## config.mk

```make
export PLATFORM = sky130hd
export DESIGN_NAME = ntf_store_unit
export DESIGN_NICKNAME = d
export VERILOG_FILES = /design/src/verilog/ntf_store_unit.v /design/src/verilog/ntf_wc_buffer.v
export VERILOG_INCLUDE_DIRS = /design/src /design/src/pkg
export SDC_FILE = /design/constraint.sdc
export NUM_CORES = 1
export LEC_CHECK = 0
export BUFFER_PORTS_ARGS = -buffer_cell sky130_fd_sc_hd__buf_4
export CAP_MARGIN = 20
export CORE_MARGIN = 4
export CORE_UTILIZATION = 46
export CTS_CLUSTER_SIZE = 24
export DETAILED_ROUTE_END_ITERATION = 12
export PLACE_DENSITY = 0.68
export RECOVER_POWER = 50
export SYNTH_ARGS = -nofsm -noshare
export SYNTH_HDL_FRONTEND = slang
export SYNTH_SLANG_ARGS = --single-unit
```

## constraint.sdc

```tcl
create_clock -name sys_clk_in -period 3.5 [get_ports sys_clk_in]
set_clock_uncertainty 0.05 [all_clocks]
set_input_delay 1.05 -clock sys_clk_in [delete_from_list [all_inputs] [get_ports sys_clk_in]]
set_output_delay 1.05 -clock sys_clk_in [all_outputs]
set_load 0.01 [all_outputs]
```

## src/pkg/ntf_map.vh

```
// Register map, field positions and encodings of the store fence unit
`ifndef NTF_MAP_VH
`define NTF_MAP_VH

// Register byte offsets on the register bus
`define NTF_CTRL_OFS 8'h00
`define NTF_STATUS_OFS 8'h04
`define NTF_FADDR_OFS 8'h08
`define NTF_NTCNT_OFS 8'h0C
`define NTF_FENCECNT_OFS 8'h10

// Control register fields and reset value
`define NTF_CTRL_PF_EN 0
`define NTF_CTRL_MERGE_EN 1
`define NTF_CTRL_FLUSH 2
`define NTF_CTRL_RESET 2'h3

// Status register fields
`define NTF_STAT_WC_EMPTY 0
`define NTF_STAT_FENCE 1
`define NTF_STAT_FAULT 2

// Bus responses
`define NTF_RESP_OKAY 2'h0
`define NTF_RESP_SLVERR 2'h2

// Request operation codes from the core
`define NTF_OP_STORE 3'h0
`define NTF_OP_MASKED 3'h1
`define NTF_OP_NT_INT 3'h2
`define NTF_OP_NT_PF 3'h3
`define NTF_OP_FENCE 3'h4
`define NTF_OP_PREFETCH 3'h5

// Memory type codes
`define NTF_MT_UC 3'h0
`define NTF_MT_WP 3'h1
`define NTF_MT_WT 3'h2
`define NTF_MT_WC 3'h3
`define NTF_MT_WB 3'h4

// Prefetch block is 32 bytes, packed-float stores need 16-byte alignment
`define NTF_PF_LSB 5
`define NTF_NTPF_ALIGN 4
`define NTF_HINT_NT 2'h0

`endif

```

## src/verilog/ntf_store_unit.v

```verilog
// Non-temporal store, store fence and prefetch control unit
`timescale 1ns/100ps
`include "ntf_map.vh"
module ntf_store_unit #(
    parameter AW = 32,
    parameter IW = 2
) (
    input wire sys_clk_in,
    input wire rstn_in,
    // Request port from the execution core
    input wire req_valid_in,
    output wire req_ready_out,
    input wire [2:0] req_op_in,
    input wire [AW-1:0] req_addr_in,
    input wire [AW-1:0] ds_base_in,
    input wire [AW-1:0] destination_index_register_in,
    input wire [63:0] req_data_in,
    input wire [63:0] req_mask_in,
    input wire [2:0] req_memtype_in,
    input wire req_line_hit_in,
    input wire [1:0] req_hint_in,
    // Cache update and fill requests
    output wire cwr_valid_out,
    output wire [AW-1:0] cwr_addr_out,
    output wire [63:0] cwr_data_out,
    output wire [7:0] cwr_be_out,
    output wire fill_valid_out,
    output wire [AW-1:0] fill_addr_out,
    // Prefetch request
    output wire pf_valid_out,
    output wire [AW-1:0] pf_addr_out,
    output wire [1:0] pf_level_out,
    output wire pf_nt_out,
    // Memory bus writes
    output wire bus_valid_out,
    input wire bus_ready_in,
    output wire [AW-1:0] bus_addr_out,
    output wire [63:0] bus_data_out,
    output wire [7:0] bus_be_out,
    output wire [2:0] bus_memtype_out,
    output wire bus_weak_out,
    // Exception to the core
    output wire fault_out,
    output wire [AW-1:0] fault_addr_out,
    // AXI4-Lite register slave
    input wire [7:0] s_axi_awaddr_in,
    input wire s_axi_awvalid_in,
    output wire s_axi_awready_out,
    input wire [31:0] s_axi_wdata_in,
    input wire [3:0] s_axi_wstrb_in,
    input wire s_axi_wvalid_in,
    output wire s_axi_wready_out,
    output wire [1:0] s_axi_bresp_out,
    output wire s_axi_bvalid_out,
    input wire s_axi_bready_in,
    input wire [7:0] s_axi_araddr_in,
    input wire s_axi_arvalid_in,
    output wire s_axi_arready_out,
    output wire [31:0] s_axi_rdata_out,
    output wire [1:0] s_axi_rresp_out,
    output wire s_axi_rvalid_out,
    input wire s_axi_rready_in
);
    localparam S_IDLE = 2'h0;
    localparam S_BUS = 2'h1;
    localparam S_WC = 2'h2;
    localparam S_FENCE = 2'h3;

    // Top bit of each mask byte selects the matching data byte
    function [7:0] mask_msbs;
        input [63:0] m;
        integer k;
        begin
            mask_msbs = 8'h00;
            for (k = 0; k < 8; k = k + 1) begin
                mask_msbs[k] = m[k*8+7];
            end
        end
    endfunction

    // Register index decode: 0..4 mapped, 7 unmapped
    function [2:0] reg_sel;
        input [7:0] a;
        begin
            case (a)
                `NTF_CTRL_OFS: reg_sel = 3'h0;
                `NTF_STATUS_OFS: reg_sel = 3'h1;
                `NTF_FADDR_OFS: reg_sel = 3'h2;
                `NTF_NTCNT_OFS: reg_sel = 3'h3;
                `NTF_FENCECNT_OFS: reg_sel = 3'h4;
                default: reg_sel = 3'h7;
            endcase
        end
    endfunction

    reg [1:0] state_q;
    reg ready_q;
    reg [AW-1:0] h_addr_q;
    reg [63:0] h_data_q;
    reg [7:0] h_be_q;
    reg [2:0] h_mt_q;
    reg cwr_valid_q;
    reg [AW-1:0] cwr_addr_q;
    reg [63:0] cwr_data_q;
    reg [7:0] cwr_be_q;
    reg fill_valid_q;
    reg [AW-1:0] fill_addr_q;
    reg pf_valid_q;
    reg [AW-1:0] pf_addr_q;
    reg [1:0] pf_level_q;
    reg pf_nt_q;
    reg bus_valid_q;
    reg [AW-1:0] bus_addr_q;
    reg [63:0] bus_data_q;
    reg [7:0] bus_be_q;
    reg [2:0] bus_mt_q;
    reg bus_weak_q;
    reg fault_q;
    reg fault_seen_q;
    reg [AW-1:0] fault_addr_q;
    reg [15:0] nt_cnt_q;
    reg [15:0] fence_cnt_q;
    reg [1:0] ctrl_q;
    reg flush_req_q;
    reg awready_q;
    reg wready_q;
    reg aw_have_q;
    reg w_have_q;
    reg [7:0] awaddr_q;
    reg [31:0] wdata_q;
    reg [3:0] wstrb_q;
    reg bvalid_q;
    reg [1:0] bresp_q;
    reg arready_q;
    reg rvalid_q;
    reg [31:0] rdata_q;
    reg [1:0] rresp_q;

    wire take;
    wire is_masked;
    wire is_nt;
    wire uncached;
    wire [AW-1:0] eff_addr;
    wire [7:0] eff_be;
    wire wc_ready;
    wire wc_empty;
    wire wc_flush;
    wire drain_valid;
    wire [AW-1:0] drain_addr;
    wire [63:0] drain_data;
    wire [7:0] drain_be;
    wire drain_take;
    wire bus_free;
    wire reg_wr;

    assign take = req_valid_in && ready_q;
    assign is_masked = req_op_in == `NTF_OP_MASKED;
    assign is_nt = is_masked || req_op_in == `NTF_OP_NT_INT ||
        req_op_in == `NTF_OP_NT_PF;
    assign uncached = req_memtype_in == `NTF_MT_UC ||
        req_memtype_in == `NTF_MT_WP;
    // Masked store ignores the explicit address operand
    assign eff_addr = is_masked ?
        ds_base_in + destination_index_register_in : req_addr_in;
    assign eff_be = is_masked ? mask_msbs(req_mask_in) : 8'hFF;
    // Drain on line change, fence, flush or merge off
    assign wc_flush = (state_q == S_WC && !wc_ready) ||
        state_q == S_FENCE || flush_req_q ||
        !ctrl_q[`NTF_CTRL_MERGE_EN];
    assign bus_free = !bus_valid_q;
    // Uncached stores win the bus; weak ones may be passed
    assign drain_take = bus_free && drain_valid && state_q != S_BUS;

    ntf_wc_buffer #(
        .AW(AW),
        .IW(IW)
    ) u_wc (
        .clk_in(sys_clk_in),
        .rstn_in(rstn_in),
        .push_valid_in(state_q == S_WC),
        .push_addr_in(h_addr_q),
        .push_data_in(h_data_q),
        .push_be_in(h_be_q),
        .push_ready_out(wc_ready),
        .flush_in(wc_flush),
        .drain_valid_out(drain_valid),
        .drain_addr_out(drain_addr),
        .drain_data_out(drain_data),
        .drain_be_out(drain_be),
        .drain_take_in(drain_take),
        .empty_out(wc_empty)
    );

    // Request sequencing and pulse outputs
    always @(posedge sys_clk_in or negedge rstn_in) begin
        if (!rstn_in) begin
            state_q <= S_IDLE;
            ready_q <= 1'b1;
            h_addr_q <= {AW{1'b0}};
            h_data_q <= 64'h0;
            h_be_q <= 8'h00;
            h_mt_q <= `NTF_MT_UC;
            cwr_valid_q <= 1'b0;
            cwr_addr_q <= {AW{1'b0}};
            cwr_data_q <= 64'h0;
            cwr_be_q <= 8'h00;
            fill_valid_q <= 1'b0;
            fill_addr_q <= {AW{1'b0}};
            pf_valid_q <= 1'b0;
            pf_addr_q <= {AW{1'b0}};
            pf_level_q <= 2'h0;
            pf_nt_q <= 1'b0;
            fault_q <= 1'b0;
            fault_seen_q <= 1'b0;
            fault_addr_q <= {AW{1'b0}};
            nt_cnt_q <= 16'h0000;
            fence_cnt_q <= 16'h0000;
        end else begin
            cwr_valid_q <= 1'b0;
            fill_valid_q <= 1'b0;
            pf_valid_q <= 1'b0;
            fault_q <= 1'b0;
            case (state_q)
                S_IDLE: begin
                    if (take) begin
                        h_addr_q <= eff_addr;
                        h_data_q <= req_data_in;
                        h_be_q <= eff_be;
                        h_mt_q <= req_memtype_in;
                        if (is_nt) begin
                            nt_cnt_q <= nt_cnt_q + 1'b1;
                        end
                        if (req_op_in == `NTF_OP_FENCE) begin
                            state_q <= S_FENCE;
                            ready_q <= 1'b0;
                        end else if (req_op_in == `NTF_OP_PREFETCH) begin
                            // Hint only: dropped when disabled, never faults
                            pf_valid_q <= ctrl_q[`NTF_CTRL_PF_EN];
                            pf_addr_q <= {req_addr_in[AW-1:`NTF_PF_LSB],
                                {`NTF_PF_LSB{1'b0}}};
                            pf_level_q <= req_hint_in;
                            pf_nt_q <= req_hint_in == `NTF_HINT_NT;
                        end else if (req_op_in == `NTF_OP_NT_PF &&
                                req_addr_in[`NTF_NTPF_ALIGN-1:0] != 0) begin
                            fault_q <= 1'b1;
                            fault_seen_q <= 1'b1;
                            fault_addr_q <= req_addr_in;
                        end else if (uncached) begin
                            state_q <= S_BUS;
                            ready_q <= 1'b0;
                        end else if (req_line_hit_in) begin
                            cwr_valid_q <= 1'b1;
                            cwr_addr_q <= eff_addr;
                            cwr_data_q <= req_data_in;
                            cwr_be_q <= eff_be;
                        end else if (is_nt ||
                                req_memtype_in == `NTF_MT_WC) begin
                            // No fill: the miss goes straight to combining
                            state_q <= S_WC;
                            ready_q <= 1'b0;
                        end else if (req_memtype_in == `NTF_MT_WB) begin
                            // Only ordinary write-back misses allocate
                            fill_valid_q <= 1'b1;
                            fill_addr_q <= {eff_addr[AW-1:IW+3],
                                {(IW+3){1'b0}}};
                            cwr_valid_q <= 1'b1;
                            cwr_addr_q <= eff_addr;
                            cwr_data_q <= req_data_in;
                            cwr_be_q <= eff_be;
                        end else begin
                            state_q <= S_BUS;
                            ready_q <= 1'b0;
                        end
                    end
                end
                S_BUS: begin
                    if (bus_free) begin
                        state_q <= S_IDLE;
                        ready_q <= 1'b1;
                    end
                end
                S_WC: begin
                    if (wc_ready) begin
                        state_q <= S_IDLE;
                        ready_q <= 1'b1;
                    end
                end
                S_FENCE: begin
                    // Later stores wait for every earlier write
                    if (wc_empty && bus_free) begin
                        state_q <= S_IDLE;
                        ready_q <= 1'b1;
                        fence_cnt_q <= fence_cnt_q + 1'b1;
                    end
                end
                default: begin
                    state_q <= S_IDLE;
                    ready_q <= 1'b1;
                end
            endcase
        end
    end

    // Memory bus write stage; a write is globally visible once taken
    always @(posedge sys_clk_in or negedge rstn_in) begin
        if (!rstn_in) begin
            bus_valid_q <= 1'b0;
            bus_addr_q <= {AW{1'b0}};
            bus_data_q <= 64'h0;
            bus_be_q <= 8'h00;
            bus_mt_q <= `NTF_MT_UC;
            bus_weak_q <= 1'b0;
        end else if (bus_valid_q) begin
            if (bus_ready_in) begin
                bus_valid_q <= 1'b0;
            end
        end else if (state_q == S_BUS) begin
            bus_valid_q <= 1'b1;
            bus_addr_q <= h_addr_q;
            bus_data_q <= h_data_q;
            bus_be_q <= h_be_q;
            bus_mt_q <= h_mt_q;
            bus_weak_q <= 1'b0;
        end else if (drain_valid) begin
            bus_valid_q <= 1'b1;
            bus_addr_q <= drain_addr;
            bus_data_q <= drain_data;
            bus_be_q <= drain_be;
            bus_mt_q <= `NTF_MT_WC;
            bus_weak_q <= 1'b1;
        end
    end

    assign reg_wr = aw_have_q && w_have_q && !bvalid_q;

    // Register bus write channels, any order
    always @(posedge sys_clk_in or negedge rstn_in) begin
        if (!rstn_in) begin
            awready_q <= 1'b1;
            wready_q <= 1'b1;
            aw_have_q <= 1'b0;
            w_have_q <= 1'b0;
            awaddr_q <= 8'h00;
            wdata_q <= 32'h00000000;
            wstrb_q <= 4'h0;
            bvalid_q <= 1'b0;
            bresp_q <= `NTF_RESP_OKAY;
            ctrl_q <= `NTF_CTRL_RESET;
            flush_req_q <= 1'b0;
        end else begin
            flush_req_q <= 1'b0;
            if (s_axi_awvalid_in && awready_q) begin
                aw_have_q <= 1'b1;
                awready_q <= 1'b0;
                awaddr_q <= s_axi_awaddr_in;
            end
            if (s_axi_wvalid_in && wready_q) begin
                w_have_q <= 1'b1;
                wready_q <= 1'b0;
                wdata_q <= s_axi_wdata_in;
                wstrb_q <= s_axi_wstrb_in;
            end
            if (reg_wr) begin
                bvalid_q <= 1'b1;
                bresp_q <= `NTF_RESP_OKAY;
                case (reg_sel(awaddr_q))
                    3'h0: begin
                        if (wstrb_q[0]) begin
                            ctrl_q <= wdata_q[1:0];
                            flush_req_q <= wdata_q[`NTF_CTRL_FLUSH];
                        end
                    end
                    3'h1, 3'h2, 3'h3, 3'h4: begin
                        bresp_q <= `NTF_RESP_OKAY;
                    end
                    default: begin
                        bresp_q <= `NTF_RESP_SLVERR;
                    end
                endcase
            end
            if (bvalid_q && s_axi_bready_in) begin
                bvalid_q <= 1'b0;
                aw_have_q <= 1'b0;
                w_have_q <= 1'b0;
                awready_q <= 1'b1;
                wready_q <= 1'b1;
            end
        end
    end

    // Register bus read channel
    always @(posedge sys_clk_in or negedge rstn_in) begin
        if (!rstn_in) begin
            arready_q <= 1'b1;
            rvalid_q <= 1'b0;
            rdata_q <= 32'h00000000;
            rresp_q <= `NTF_RESP_OKAY;
        end else if (rvalid_q) begin
            if (s_axi_rready_in) begin
                rvalid_q <= 1'b0;
                arready_q <= 1'b1;
            end
        end else if (s_axi_arvalid_in && arready_q) begin
            arready_q <= 1'b0;
            rvalid_q <= 1'b1;
            rresp_q <= `NTF_RESP_OKAY;
            rdata_q <= 32'h00000000;
            case (reg_sel(s_axi_araddr_in))
                3'h0: rdata_q[1:0] <= ctrl_q;
                3'h1: begin
                    rdata_q[`NTF_STAT_WC_EMPTY] <= wc_empty;
                    rdata_q[`NTF_STAT_FENCE] <= state_q == S_FENCE;
                    rdata_q[`NTF_STAT_FAULT] <= fault_seen_q;
                end
                3'h2: rdata_q <= fault_addr_q[31:0];
                3'h3: rdata_q[15:0] <= nt_cnt_q;
                3'h4: rdata_q[15:0] <= fence_cnt_q;
                default: rresp_q <= `NTF_RESP_SLVERR;
            endcase
        end
    end

    assign req_ready_out = ready_q;
    assign cwr_valid_out = cwr_valid_q;
    assign cwr_addr_out = cwr_addr_q;
    assign cwr_data_out = cwr_data_q;
    assign cwr_be_out = cwr_be_q;
    assign fill_valid_out = fill_valid_q;
    assign fill_addr_out = fill_addr_q;
    assign pf_valid_out = pf_valid_q;
    assign pf_addr_out = pf_addr_q;
    assign pf_level_out = pf_level_q;
    assign pf_nt_out = pf_nt_q;
    assign bus_valid_out = bus_valid_q;
    assign bus_addr_out = bus_addr_q;
    assign bus_data_out = bus_data_q;
    assign bus_be_out = bus_be_q;
    assign bus_memtype_out = bus_mt_q;
    assign bus_weak_out = bus_weak_q;
    assign fault_out = fault_q;
    assign fault_addr_out = fault_addr_q;
    assign s_axi_awready_out = awready_q;
    assign s_axi_wready_out = wready_q;
    assign s_axi_bresp_out = bresp_q;
    assign s_axi_bvalid_out = bvalid_q;
    assign s_axi_arready_out = arready_q;
    assign s_axi_rdata_out = rdata_q;
    assign s_axi_rresp_out = rresp_q;
    assign s_axi_rvalid_out = rvalid_q;
endmodule

```

## src/verilog/ntf_wc_buffer.v

```verilog
// One-line write-combining buffer that merges weakly ordered stores
`timescale 1ns/100ps
module ntf_wc_buffer #(
    parameter AW = 32,
    parameter IW = 2
) (
    input wire clk_in,
    input wire rstn_in,
    input wire push_valid_in,
    input wire [AW-1:0] push_addr_in,
    input wire [63:0] push_data_in,
    input wire [7:0] push_be_in,
    output wire push_ready_out,
    input wire flush_in,
    output wire drain_valid_out,
    output wire [AW-1:0] drain_addr_out,
    output wire [63:0] drain_data_out,
    output wire [7:0] drain_be_out,
    input wire drain_take_in,
    output wire empty_out
);
    localparam WORDS = 1 << IW;
    localparam TW = AW - IW - 3;

    reg [63:0] data_q [0:WORDS-1];
    reg [7:0] be_q [0:WORDS-1];
    reg [TW-1:0] tag_q;
    reg [IW-1:0] ptr_q;
    reg valid_q;
    reg drain_q;
    wire [TW-1:0] push_tag;
    wire [IW-1:0] push_idx;
    wire step;
    integer i;
    integer b;

    assign push_tag = push_addr_in[AW-1:IW+3];
    assign push_idx = push_addr_in[IW+2:3];
    // Another line waits for a drain
    assign push_ready_out = !drain_q && (!valid_q || tag_q == push_tag);
    assign drain_valid_out = drain_q && (be_q[ptr_q] != 8'h00);
    assign drain_addr_out = {tag_q, ptr_q, 3'h0};
    assign drain_data_out = data_q[ptr_q];
    assign drain_be_out = be_q[ptr_q];
    assign empty_out = !valid_q;
    // Unwritten words are skipped, never sent empty
    assign step = drain_q && (drain_take_in || be_q[ptr_q] == 8'h00);

    // Merge, collapse and drain of the buffered line
    always @(posedge clk_in or negedge rstn_in) begin
        if (!rstn_in) begin
            for (i = 0; i < WORDS; i = i + 1) begin
                data_q[i] <= 64'h0;
                be_q[i] <= 8'h00;
            end
            tag_q <= {TW{1'b0}};
            ptr_q <= {IW{1'b0}};
            valid_q <= 1'b0;
            drain_q <= 1'b0;
        end else begin
            if (push_valid_in && push_ready_out) begin
                valid_q <= 1'b1;
                tag_q <= push_tag;
                for (b = 0; b < 8; b = b + 1) begin
                    if (push_be_in[b]) begin
                        data_q[push_idx][b*8 +: 8] <= push_data_in[b*8 +: 8];
                    end
                end
                be_q[push_idx] <= be_q[push_idx] | push_be_in;
            end
            if (flush_in && valid_q && !drain_q) begin
                drain_q <= 1'b1;
                ptr_q <= {IW{1'b0}};
            end
            if (step) begin
                be_q[ptr_q] <= 8'h00;
                ptr_q <= ptr_q + 1'b1;
                if (ptr_q == WORDS - 1) begin
                    drain_q <= 1'b0;
                    valid_q <= 1'b0;
                end
            end
        end
    end
endmodule
```

# Word-level counts from Yosys, hierarchy flattened
# Cells that the tools add are included.
# totals
elab_cells	348
regBits	826
in_bits	294
output_inout_bits	358
# op_classes
n_addsub	4
magnitude_cmp	4
n_bitwise	13
muxes	167
n_eq_ne	40
n_reduce_logical	66
# ops
op	count
256-bit 2-to-1 mux	15
256-bit bitwise mux	8
64-bit demux with 2-bit select	8
64-bit 2-to-1 mux	8
32-bit 2-to-1 mux	9
64-bit binary-select mux with 2-bit select	1
8-bit 2-to-1 mux	13
1-bit 2-to-1 mux	67
56-bit 2-to-1 mux	1
48-bit 2-to-1 mux	1
40-bit 2-to-1 mux	1
13-bit one-hot mux with 3 select lines	1
16-bit by 1-bit adder with 16-bit output, second input constant	2
32-bit adder	1
32-bit bitwise AND	1
8-bit binary-select mux with 2-bit select	2
32-bit bitwise mux	1
8-bit demux with 2-bit select	2
8-bit by 4-bit == test with 1-bit output, second input constant	4
16-bit 2-to-1 mux	2
32-bit NOT	1
2-bit 2-to-1 mux	15
3-bit one-hot mux with 5 select lines	2
27-bit == test	1
39 further kinds	127

# Logic depth before layout (Yosys ltp)
# Gate-level depths: netlist (run 1).
# depth
ltp_word	28
depth_mapped	13
depth_no_buf	12

# By module
# From an unflattened synthesis (run 1), not the netlist that was laid out.
# unflattened
cells_unflattened	3505
hier_area_um2	37262.0
# by_module_without_submodules
module	area_each_um2	seq_area_each_um2	instances	cells_each
ntf_store_unit	22255.1	12644.6	1	2407
ntf_wc_buffer	15006.9	7982.7	1	1098

# Worst setup path after synthesis (run 1)
# No wires, ideal clock.
# synth_path
path_kind	input -> register
startpoint	input port ds_base_in[0]
endpoint	register cwr_addr_q[30] (netlist: cwr_addr_out[30])
path_stages	12
required_time_ns	3.319
setup_ns	0.131
arrival_ns	3.429
path_slack_ns	-0.111
n_path_buf	0
cell_sequence	ha_1 -> inv_1 -> fa_1 -> nor2b_1 -> o2111ai_1 -> and4bb_2 -> o21ai_2 -> o22ai_2 -> o31ai_2 -> a311oi_1 -> and4_1 -> or3_1
# synth_between
elab_chain_cells	5
# synth_rtl
element	line_no	source
from (decl)	ntf_store_unit.v:15	input wire [AW-1:0] ds_base_in,
32-bit adder (*)	ntf_store_unit.v:164	ds_base_in + destination_index_register_in : req_addr_in;
32-bit 2-to-1 mux (*)	ntf_store_unit.v:163	assign eff_addr = is_masked ?
32-bit 2-to-1 mux	ntf_store_unit.v:261	end else if (req_memtype_in == `NTF_MT_WB) begin
32-bit 2-to-1 mux	ntf_store_unit.v:256	end else if (is_nt ||
32-bit 2-to-1 mux (*)	ntf_store_unit.v:251	end else if (req_line_hit_in) begin
to (signal assigned)	ntf_store_unit.v:204	cwr_addr_q <= {AW{1'b0}};
to (signal assigned)	ntf_store_unit.v:253	cwr_addr_q <= eff_addr;
to (signal assigned)	ntf_store_unit.v:267	cwr_addr_q <= eff_addr;
to (decl)	ntf_store_unit.v:103	reg [AW-1:0] cwr_addr_q;
# Mark *: on every way between the ends. The rest lies on a longest branch, timed or not. The select of a mux whose other input is x is not followed.
# A chain may end at the register's enable or synchronous reset.

# Worst setup path after layout (run 1)
# layout_path
startpoint	input port ds_base_in[11]
endpoint	register h_addr_q[28]
# layout_between
elab_chain_cells	2
# layout_rtl
element	line_no	source
32-bit adder	ntf_store_unit.v:164	
32-bit 2-to-1 mux	ntf_store_unit.v:163	
to (signal assigned)	ntf_store_unit.v:199	h_addr_q <= {AW{1'b0}};
to (signal assigned)	ntf_store_unit.v:226	h_addr_q <= eff_addr;
to (decl)	ntf_store_unit.v:98	reg [AW-1:0] h_addr_q;
# Every way passes these cells.

==> qor.yml, run 1 <==
synth_top_area_cell: "dfrtp_1"
fin_nets: 4085
synthFlopType: "dfrtp_1"
die_x_um: 291.0
start_util: 0.4654
synth_common_cells: "dfrtp_1, nand2_1, mux2_2"
drtPass1Iterations: 5
io_pins: 652
cts_tree: "done"
crit_top_cell: "buf_4"
min_path_type: "reg2reg"
slowest_stage: "a211oi_1"
maxSlewHeadroom: -0.2382
yosys.cell_count.top_type: "dfrtp_1"
power_frac_seq: 0.442
drv_cap: 1
yosys_warnings: 0
switchingPower_w: 0.009786
clock_path_buffers: 3
hold_violations: 0
synthAdderAreaFrac: 0.01339
p_int_w: 0.02110
critical_path_class: "in2reg"
ys_ff_latch: 824
die_h_um: 291.0
combPwrFrac: 0.236
postCtsSetupRepairBufs: 0
violations: "max-capacitance violations, max-slew violations"
gp_congestion: 0.9044
yosys.cell_types.count: 77
clk_pin_slew_ps: 60
synth_top_area_share: 0.5558
layout-drive-gt1-share: 0.3329
setup_viol: 0
final_cells: 4886
insertion_delay_ps: 650
synth_area_leaders: "dfrtp_1, mux2_2, nand2_1"
post_cts_resized: 0
arrival_ps: 3660
grt_max_degree: 99
async_reset_ff_frac: 1.000
detail-route-antenna-nets: 0
worstMarginPinSlew_ps: 1857
synth_top_family_by_area: "multiplexers"
postCtsHoldBufs: 0
fp.dieArea_um2: 84650
place_hpwl_mm: 77.96
endpoint_kind: "register"
total_power_w: 0.03089
cts.htree.levels: 3
synth_area_um2: 36830
grt_overflow: 0
post-route-drc-count: 0
numCtsBuffers: 90
p_leak_nw: 23.52
tns_ps: 0
path_max_fanout: 3
drt-total-wl_mm: 107.5
clock-sinks: 824
crit_required_ps: 3930
grt_antenna_before_repair: 11
cpPeakStageDelay_ps: 340
first_global_vias: 26920
vias: 26190
start_kind: "input pin"
fillCellCount: 6731
row_count: 103
synth-edff-count: 0
design_area_um2: 45820
rsz0062_at_grt: "no"
synth-xor-area-share: 0.01903
clockPowerShare: 0.322
area_growth_pct: 24.41
max_freq_mhz: 309.9
slew_violations: 53
peakVddDrop_uv: 477.6
wire_per_inst_um: 22.00
via_per_inst: 5.360
portBuffers: 551
power_density_nw_per_um2: 674.2
core_um2: 79130
final_core_util: 0.5790
worstPathCellList: "buf_4, ha_1, a211oi_1, o211ai_1, a221oi_1, o21ai_2, o22ai_2, o21ai_1, o21ai_0, buf_4, nor3_1, or3_1"
period_needed_ps: 3227
cts-root-buf: "clkbuf_16"
synth_compound_area_frac: 0.07124
synth_mux_area_frac: 0.2007
placed_area_um2: 43070
status: "finished with violations"
postSynthCellCount: 3129
grt_pass1_wl_mm: 165.0
synthSimpleGateAreaFrac: 0.1111
grt_usage: 0.2516
switching_share: 0.3168
syn_avg_cell_area_um2: 11.77
drt-initial-drc-count: 1556
dp.cells: 4711
ys_seq_area_frac: 0.5601
period_share: 0.9219
[logic make-up (layout without fill, tap and decap cells)]
group / Yosys count / after routing
buf+inv: 206 / 896
simple gates: 950 / 950
fa+ha+maj: 39 / 39
xor+xnor: 80 / 80
flops: 824 / 824
compound gates: 449 / 449
mux: 580 / 580
other cells: 1 / 18
[critical path, delay by kind of cell]
kind	cells	cell delay, ps
AND/OR/NAND/NOR	2	370
AO/OA/AOI/OAI	7	1630
buffers and inverters	2	290
adder cells (fa/ha/maj)	1	320
[power groups by stage]
stage	Combinational [W]	Clock [W]	Sequential, W
after global routing	0.00800	0.0106	0.0140
after global placement	0.00741	0	0.0137
final	0.00728	0.00996	0.0137
after CTS	0.00757	0.0102	0.0137
after floorplan	0.00367	0	0.0136
after detailed placement	0.00754	0	0.0138
[cell type report]
cell class | instances | area (um2) | area share
multi-input combinational | 2110 | 15410 | 0.3364
antenna | 6 | 15.01 | 0.0003277
inverter | 29 | 110.1 | 0.002403
tap | 1050 | 1314 | 0.02867
sequential | 824 | 20630 | 0.4504
clock inverter | 45 | 581.8 | 0.01270
timing repair buffer | 698 | 5177 | 0.1130
clock buffer | 124 | 2571 | 0.05612
[registers in the layout (all words and copies together) (netlist names), 8 cells and up]
name	cells
cwr_be_out	8
u_wc.data_q	256
bus_addr_out	32
u_wc.be_q	32
nt_cnt_q	16
bus_data_out	64
fill_addr_out	27
h_addr_q	32
awaddr_q	8
h_data_q	64
pf_addr_out	27
h_be_q	8
s_axi_rdata_out	32
fault_addr_out	32
cwr_data_out	64
cwr_addr_out	32
fence_cnt_q	16
bus_be_out	8
u_wc.tag_q	27
[path summary, 6_finish.rpt]
path | startpoint | to | slack [ps] | depth (start not counted)
max in group asynchronous | rstn_in | fault_addr_out[11] | 500 | 2
setup reg to reg | h_addr_q[31] | u_wc.data_q[53] | 280 | 11
setup / recovery | ds_base_in[11] | h_addr_q[28] | 270 | 12
hold / removal | nt_cnt_q[15] | nt_cnt_q[15] | 420 | 1
hold reg to reg | nt_cnt_q[15] | nt_cnt_q[15] | 420 | 1
min in group asynchronous | rstn_in | bus_data_out[9] | 880 | 1
[placed cells by master (no fill, tap or decap), types with 8 or more instances in the layout]
cell / n
xnor2_1: 44
nor3_1: 23
nand4_1: 12
mux2_2: 336
nor2_1: 99
nand2_1: 682
clkbuf_1: 92
and4_1: 10
dfrtp_1: 816
ha_1: 36
a21o_1: 19
or2_2: 9
clkbuf_16: 91
a211oi_1: 10
a22oi_1: 18
o21ai_0: 240
bufinv_16: 10
buf_4: 590
xor2_1: 36
nor4_1: 10
conb_1: 12
clkbuf_8: 17
inv_1: 27
a21oi_1: 83
a31oi_1: 9
mux4_2: 82
clkinv_2: 21
mux2i_1: 124
buf_12: 19
a22o_1: 22
nand2_2: 11
nand3_1: 26
nor2b_1: 8
mux2_1: 14
and3_1: 14
o21a_1: 9
mux2_4: 24
[stage by stage]
step	hold slack, ps	setup WS, ps
after global placement	406.8	-305.0
after global routing	437.7	59.90
final	421.6	273.5
after CTS	322.4	225.0
after floorplan	390.0	23.79
after detailed placement	410.2	-324.6
[layer usage]
| metal | vias up | wire length (um) | global-route usage | part of all wire |
|---|---|---|---|---|
| met5 | - | 45 | 0 | 0.00042 |
| met4 | 8 | 3371 | 0.08069 | 0.031 |
| met3 | 160 | 8003 | 0.07019 | 0.074 |
| met2 | 702 | 51690 | 0.4117 | 0.48 |
| met1 | 13170 | 44370 | 0.3270 | 0.41 |
| li1 | 12150 | - | - | - |
Note: power is estimated with default switching activity, not from simulation.
==> inputs of run 2 (changes only) <==
CTS_BUF_LIST = sky130_fd_sc_hd__clkbuf_4 sky130_fd_sc_hd__clkbuf_8 sky130_fd_sc_hd__clkbuf_16   (was not set)
==> run 2 against run 1 <==
  * The run still ends with max-capacitance violations, max-slew violations left
  * Utilization rose by 0.068 points
  * Design area rose by 0.12%
  * Clock power barely moved
  * Non-clock buffer count did not move
  * Global-route usage barely moved
  * Sequential power barely moved
  * Setup slack got worse by 6.3 ps
  * Register-to-register slack barely moved
  * Critical endpoint unchanged
  * Via count barely moved
  * Hold slack got worse by 0.74 ps
  * Flip-flop and latch count did not move
  * Total power rose by 0.33%
==> qor.yml, run 2 (synthesis gave the netlist of run 1 again) <==
postCtsSetupRepairBufs: 0  # unchanged
first_global_vias: 26950  # was 26.92k
wire_per_inst_um: 21.97  # was 22.00 um
p_leak_nw: 23.58  # was 23.52 nW
grt_antenna_before_repair: 9  # was 11
top_usage_layer: "met2"  # unchanged
slew_violations: 53  # unchanged
grt_pass1_wl_mm: 165.6  # was 165.0 mm
critical_path_class: "in2reg"  # unchanged
placed_area_um2: 43070  # unchanged
detail-route-antenna-nets: 0  # unchanged
grt_overflow: 0  # unchanged
numCtsBuffers: 90  # unchanged
gp_congestion: 0.9044  # unchanged
grtUsageMet3: 0.06722  # was 0.07019
crit_top_cell: "buf_4"  # unchanged
start_util: 0.4654  # unchanged
pre_cts_ws_ps: -324.6  # unchanged
dp.cells: 4711  # unchanged
hold_violations: 0  # unchanged
design_area_um2: 45870  # was 45820 um2
final_common_cell: "dfrtp_1"  # unchanged
clock-sinks: 824  # unchanged
largest_reg_flops: 256  # unchanged
power_density_nw_per_um2: 675.6  # was 674.2 nW/um2
via_per_inst: 5.364  # was 5.360
worst_slack_ps: 267.2  # was 273.5 ps
post_cts_resized: 0  # unchanged
regToRegEndpoint: "u_wc.data_q[53]"  # unchanged
r2r_cells: 11  # unchanged
final_cell_mix: "dfrtp_1, nand2_1, buf_4, mux2_2, o21ai_0"  # unchanged
final_cells: 4884  # was 4886
period_needed_ps: 3233  # was 3227 ps
drt-total-wl_mm: 107.3  # was 107.5 mm
layout-drive-gt1-share: 0.3368  # was 0.3329
slowest_stage: "or3_1"  # was a211oi_1
drv_cap: 1  # unchanged
maxSlewHeadroom: -0.2502  # was -0.2382
use_met1: 0.3291  # was 0.3270
fin_nets: 4085  # unchanged
portBuffers: 551  # unchanged
worstPathCellList: "buf_4, ha_1, a211oi_1, o211ai_1, a221oi_1, o21ai_2, o22ai_2, o21ai_1, o21ai_0, buf_4, nor3_1, or3_1"  # unchanged
setup_viol: 0  # unchanged
whs_ps: 420.9  # was 421.6 ps
path_max_fanout: 3  # unchanged
cts-root-buf: "clkbuf_16"  # unchanged
postCtsHoldBufs: 0  # unchanged
area_growth_pct: 24.55  # was 24.41%
endpoint_kind: "register"  # unchanged
row_count: 103  # unchanged
min_path_type: "reg2reg"  # unchanged
period_share: 0.9237  # was 0.9219
io_pins: 652  # unchanged
die_x_um: 291.0  # unchanged
r2r-start: "h_addr_q[31]"  # unchanged
die_h_um: 291.0  # unchanged
rrSetupSlack_ps: 280  # about the same
crit_required_ps: 3930  # about the same
clk_pin_slew_ps: 60  # about the same
grt_max_degree: 99  # unchanged
vias: 26200  # was 26.19k
peakVddDrop_uv: 476.6  # was 477.6 uV
cts.htree.levels: 3  # unchanged
start_kind: "input pin"  # unchanged
insertion_delay_ps: 650  # about the same
cpPeakStageDelay_ps: 340  # about the same
core_um2: 79130  # unchanged
drtPass1Iterations: 5  # unchanged
startpoint: "ds_base_in[11]"  # unchanged
place_hpwl_mm: 77.96  # unchanged
clock_path_buffers: 3  # unchanged
fp.dieArea_um2: 84650  # unchanged
violations: "max-capacitance violations, max-slew violations"  # unchanged
arrival_ps: 3670  # was 3660 ps
post-route-drc-count: 0  # unchanged
status: "finished with violations"  # unchanged
drt-initial-drc-count: 1618  # was 1556
grt_usage: 0.2518  # was 0.2516
max_freq_mhz: 309.3  # was 309.9 MHz
rsz0062_at_grt: "no"  # unchanged
cts_tree: "done"  # unchanged
largest_register: "u_wc.data_q"  # unchanged
final_core_util: 0.5797  # was 0.5790
crit_path_end: "h_addr_q[28]"  # unchanged
worstMarginPinSlew_ps: 1875  # was 1857 ps
use_met2: 0.4199  # was 0.4117
run 2: cell types whose count changed in the layout (fill, tap and decap cells not counted), sizes merged:
cell,change
diode,-2
run 2: power by group:
group / internal [W] / switching (W)
registers: 0.0117 / 0.00200
logic: 0.00352 / 0.00375
clock network: 0.00606 / 0.00401
total: 0.0212 / 0.00977
run 2: how the worst min path moves through the flow:
stage / from / end / slack (ps) / cells past startpoint
after floorplan: fault_seen_q / fault_seen_q / 390 / 1
after global placement: nt_cnt_q[15] / nt_cnt_q[15] / 410 / 1
after detailed placement: nt_cnt_q[15] / nt_cnt_q[15] / 410 / 1
after CTS: rstn_in / bus_data_out[9] / 330 / 1
after global routing: nt_cnt_q[15] / nt_cnt_q[15] / 440 / 1
final: cwr_data_out[4] / cwr_data_out[4] / 420 / 2
run 2: per-stage QoR:
| step | power, W | setup TNS [ps] |
|---|---|---|
| finish | 0.03099 | 0 |
| global route | 0.03268 | 0 |
| CTS | 0.03152 | 0 |
| detailed placement | 0.02134 | -2788 |
| global placement | 0.02114 | -2225 |
| floorplan | 0.01725 | 0 |
run 2: final cells by class:
| class | instances | area, um2 |
|---|---|---|
| fillers | 6726 | 33260 |
| diodes | 4 | 10.01 |
| clock buffers | 124 | 2631 |
| clock inverters | 45 | 581.8 |
| flip-flops and latches | 824 | 20630 |
| multi-input cells | 2110 | 15410 |
| well taps | 1050 | 1314 |
| repair buffers | 698 | 5176 |
| inverters | 29 | 110.1 |
run 2: critical path: cells and delay by family:
family	cells	cell delay, ps
simple gates	2	370
fa+ha+maj	1	320
buf+inv	2	290
compound gates	7	1630
run 2: per-layer routing:
metal,share of wire,routed length (um)
met2,0.49,52270
met1,0.42,44900
met5,0.00041,44
met3,0.070,7542
met4,0.024,2558
==> inputs of run 3 (changes only) <==
ABC_AREA = 1   (was not set)
ABC_CLOCK_PERIOD_IN_PS = 3500   (was not set)
CTS_CLUSTER_SIZE = not set   (was 24)
==> run 3 against run 2 <==
  * Cell count up 30%
  * The flow still finishes with violations (max-capacitance violations, max-slew violations)
  * Non-clock buffer count down 54
  * Combinational power up 110%
==> qor.yml, run 3 <==
final_core_util: 0.5748  # was 0.5797
power_density_nw_per_um2: 892.2  # was 675.6 nW/um2
vias: 33510  # was 26.20k
drt-initial-drc-count: 2668  # was 1618
layout-drive-gt1-share: 0.1760  # was 0.3368
final_cell_mix: "nand2_1, dfrtp_1, buf_4, o21ai_0, nor2_1"  # was dfrtp_1, nand2_1, buf_4, mux2_2, o21ai_0
grt_antenna_before_repair: 5  # was 9
rrSetupSlack_ps: 520  # was 280 ps
status: "finished with violations"  # unchanged
postSynthCellCount: 4679  # was 3129
critical_path_class: "reg2reg"  # was in2reg
violations: "max-capacitance violations, max-slew violations"  # unchanged
die_x_um: 294.7  # was 291.0 um
cts-root-buf: "clkbuf_16"  # unchanged
syn_avg_cell_area_um2: 8.081  # was 11.77 um2
row_count: 104  # was 103
place_hpwl_mm: 88.13  # was 77.96 mm
start_util: 0.4672  # was 0.4654
grt_pass1_wl_mm: 191.9  # was 165.6 mm
postCtsHoldBufs: 0  # unchanged
final_common_cell: "nand2_1"  # was dfrtp_1
pre_cts_ws_ps: 154.3  # was -324.6 ps
endpoint_kind: "register"  # unchanged
slew_violations: 202  # was 53
worstMarginPinSlew_ps: 1763  # was 1875 ps
clock-sinks: 824  # unchanged
wire_per_inst_um: 19.57  # was 21.97 um
postCtsSetupRepairBufs: 0  # unchanged
p_leak_nw: 24.17  # was 23.58 nW
path_max_fanout: 127  # was 3
design_area_um2: 46520  # was 45870 um2
max_freq_mhz: 335.0  # was 309.3 MHz
start_kind: "register"  # was input pin
grt_max_degree: 149  # was 99
via_per_inst: 5.271  # was 5.364
yosys_warnings: 0  # unchanged
insertion_delay_ps: 630  # was 650 ps
portBuffers: 551  # unchanged
largest_reg_flops: 256  # unchanged
gp_congestion: 0.9774  # was 0.9044
synth-edff-count: 0  # unchanged
r2r-start: "state_q[0]"  # was h_addr_q[31]
drtPass1Iterations: 5  # unchanged
hold_violations: 0  # unchanged
post-route-drc-count: 0  # unchanged
regToRegEndpoint: "cwr_data_out[32]"  # was u_wc.data_q[53]
fillCellCount: 7445  # was 6726
synthFlopType: "dfrtp_1"  # unchanged
yosys.cell_types.count: 45  # was 77
core_um2: 80940  # was 79130 um2
maxSlewHeadroom: -0.1756  # was -0.2502
yosys.cell_count.top_type: "nand2_1"  # was dfrtp_1
rsz0062_at_grt: "no"  # unchanged
period_needed_ps: 2985  # was 3233 ps
ys_seq_area_frac: 0.5455  # was 0.5601
drv_cap: 2  # was 1
async_reset_ff_frac: 1.000  # unchanged
fp.dieArea_um2: 86850  # was 84650 um2
synth_area_um2: 37810  # was 36830 um2
clk_pin_slew_ps: 60  # about the same
worst_slack_ps: 515.0  # was 267.2 ps
hold_end: "fault_seen_q"  # was cwr_data_out[4]
fin_nets: 5555  # was 4085
cts.htree.levels: 3  # unchanged
first_global_vias: 32720  # was 26.95k
clock_path_buffers: 3  # unchanged
synth_area_leaders: "dfrtp_1, nand2_1, o21ai_0"  # was dfrtp_1, mux2_2, nand2_1
die_h_um: 294.7  # was 291.0 um
arrival_ps: 3470  # was 3670 ps
cts_tree: "done"  # unchanged
post_cts_resized: 0  # unchanged
numCtsBuffers: 91  # was 90
ys_ff_latch: 824  # unchanged
setup_viol: 0  # unchanged
r2r_cells: 10  # was 11
largest_register: "u_wc.data_q"  # unchanged
total_power_w: 0.04151  # was 0.03099 W
crit_required_ps: 3980  # was 3930 ps
period_share: 0.8529  # was 0.9237
grt_overflow: 0  # unchanged
detail-route-antenna-nets: 0  # unchanged
placed_area_um2: 43500  # was 43070 um2
area_growth_pct: 23.03  # was 24.55%
tns_ps: 0  # unchanged
drt-total-wl_mm: 124.4  # was 107.3 mm
min_delay_path_depth: 2  # unchanged
grt_usage: 0.2845  # was 0.2518
peakVddDrop_uv: 658.1  # was 476.6 uV
io_pins: 652  # unchanged
synth_top_area_cell: "dfrtp_1"  # unchanged
hold_path_startpoint: "fault_seen_q"  # was cwr_data_out[4]
synth_common_cells: "nand2_1, dfrtp_1, o21ai_0"  # was dfrtp_1, nand2_1, mux2_2
min_path_type: "reg2reg"  # unchanged
synth_top_area_share: 0.5414  # was 0.5558
## run 3: changes by cell type after synthesis, sizes merged, moves of 69 or more
cell / before / now
nand2: 700 / 1707
o22ai: 4 / 74
mux2: 374 / 2
mux4: 82 / 0
or2: 9 / 78
nand3: 27 / 138
nor2: 101 / 399
o21ai: 242 / 594
mux2i: 124 / 0
inv: 28 / 322
## run 3: metrics by stage
stage / cells / hold slack [ps]
2_1_floorplan: 4690 / 369.8
3_3_place_gp: 6190 / 391.1
3_5_place_dp: 6190 / 392.6
4_1_cts: 6356 / 315.9
5_1_grt: 6357 / 428.4
6_report: 6358 / 405.8
## run 3: layout make-up
class / instances / area, um2 / area share
inverter: 327 / 1237 / 0.02660
tap: 1060 / 1326 / 0.02851
timing repair buffer: 644 / 4932 / 0.1060
sequential: 824 / 20630 / 0.4435
clock buffer: 137 / 2805 / 0.06030
clock inverter: 29 / 436.7 / 0.009387
antenna: 2 / 5.005 / 0.0001076
multi-input combinational: 3335 / 15140 / 0.3256
## run 3: layer usage
| metal | share of wire | global-route usage |
|---|---|---|
| met5 | 0.000096 | 0 |
| met4 | 0.037 | 0.1052 |
| met3 | 0.077 | 0.06043 |
| met2 | 0.47 | 0.4665 |
| met1 | 0.41 | 0.3745 |
## run 3: worst max-delay path by stage
| stage | slack [ps] | end | from | cells after the start |
|---|---|---|---|---|
| finish | 520 | cwr_data_out[32] | state_q[0] | 10 |
| global route | 180 | h_data_q[56] | rstn_in | 2 |
| CTS | 530 | u_wc.data_q[134] | h_addr_q[16] | 15 |
| detailed placement | 150 | h_addr_q[26] | ds_base_in[0] | 17 |
| global placement | 170 | h_addr_q[26] | ds_base_in[0] | 17 |
| floorplan | 500 | h_addr_q[22] | ds_base_in[0] | 15 |
## run 3: kinds of logic (layout without fill, tap and decap cells)
logic type	count (synthesis)	in the layout	synth area share
simple gates	2376	2376	0.2542
xor+xnor	52	52	0.01205
fa+ha+maj	38	38	0.01277
compound gates	855	855	0.1196
buf+inv	531	1137	0.05523
flops	824	824	0.5455
mux	2	2	0.0005956
other cells	1	14	0.00009918
## run 3: report_power, final
part           switching [W]  total [W]  internal (W)
combinational        0.00927     0.0151       0.00586
sequential           0.00293     0.0161        0.0132
clock                0.00398     0.0103       0.00628
## run 3: critical path: stages (launching register included)
cell and delay [ps]:
dfrtp_1 440, nor2_1 340, clkinv_1 160, nor2_1 260, inv_4 70, nor3_1 200
clkinv_1 120, nor2_1 310, inv_6 200, buf_12 280, o21ai_0 320
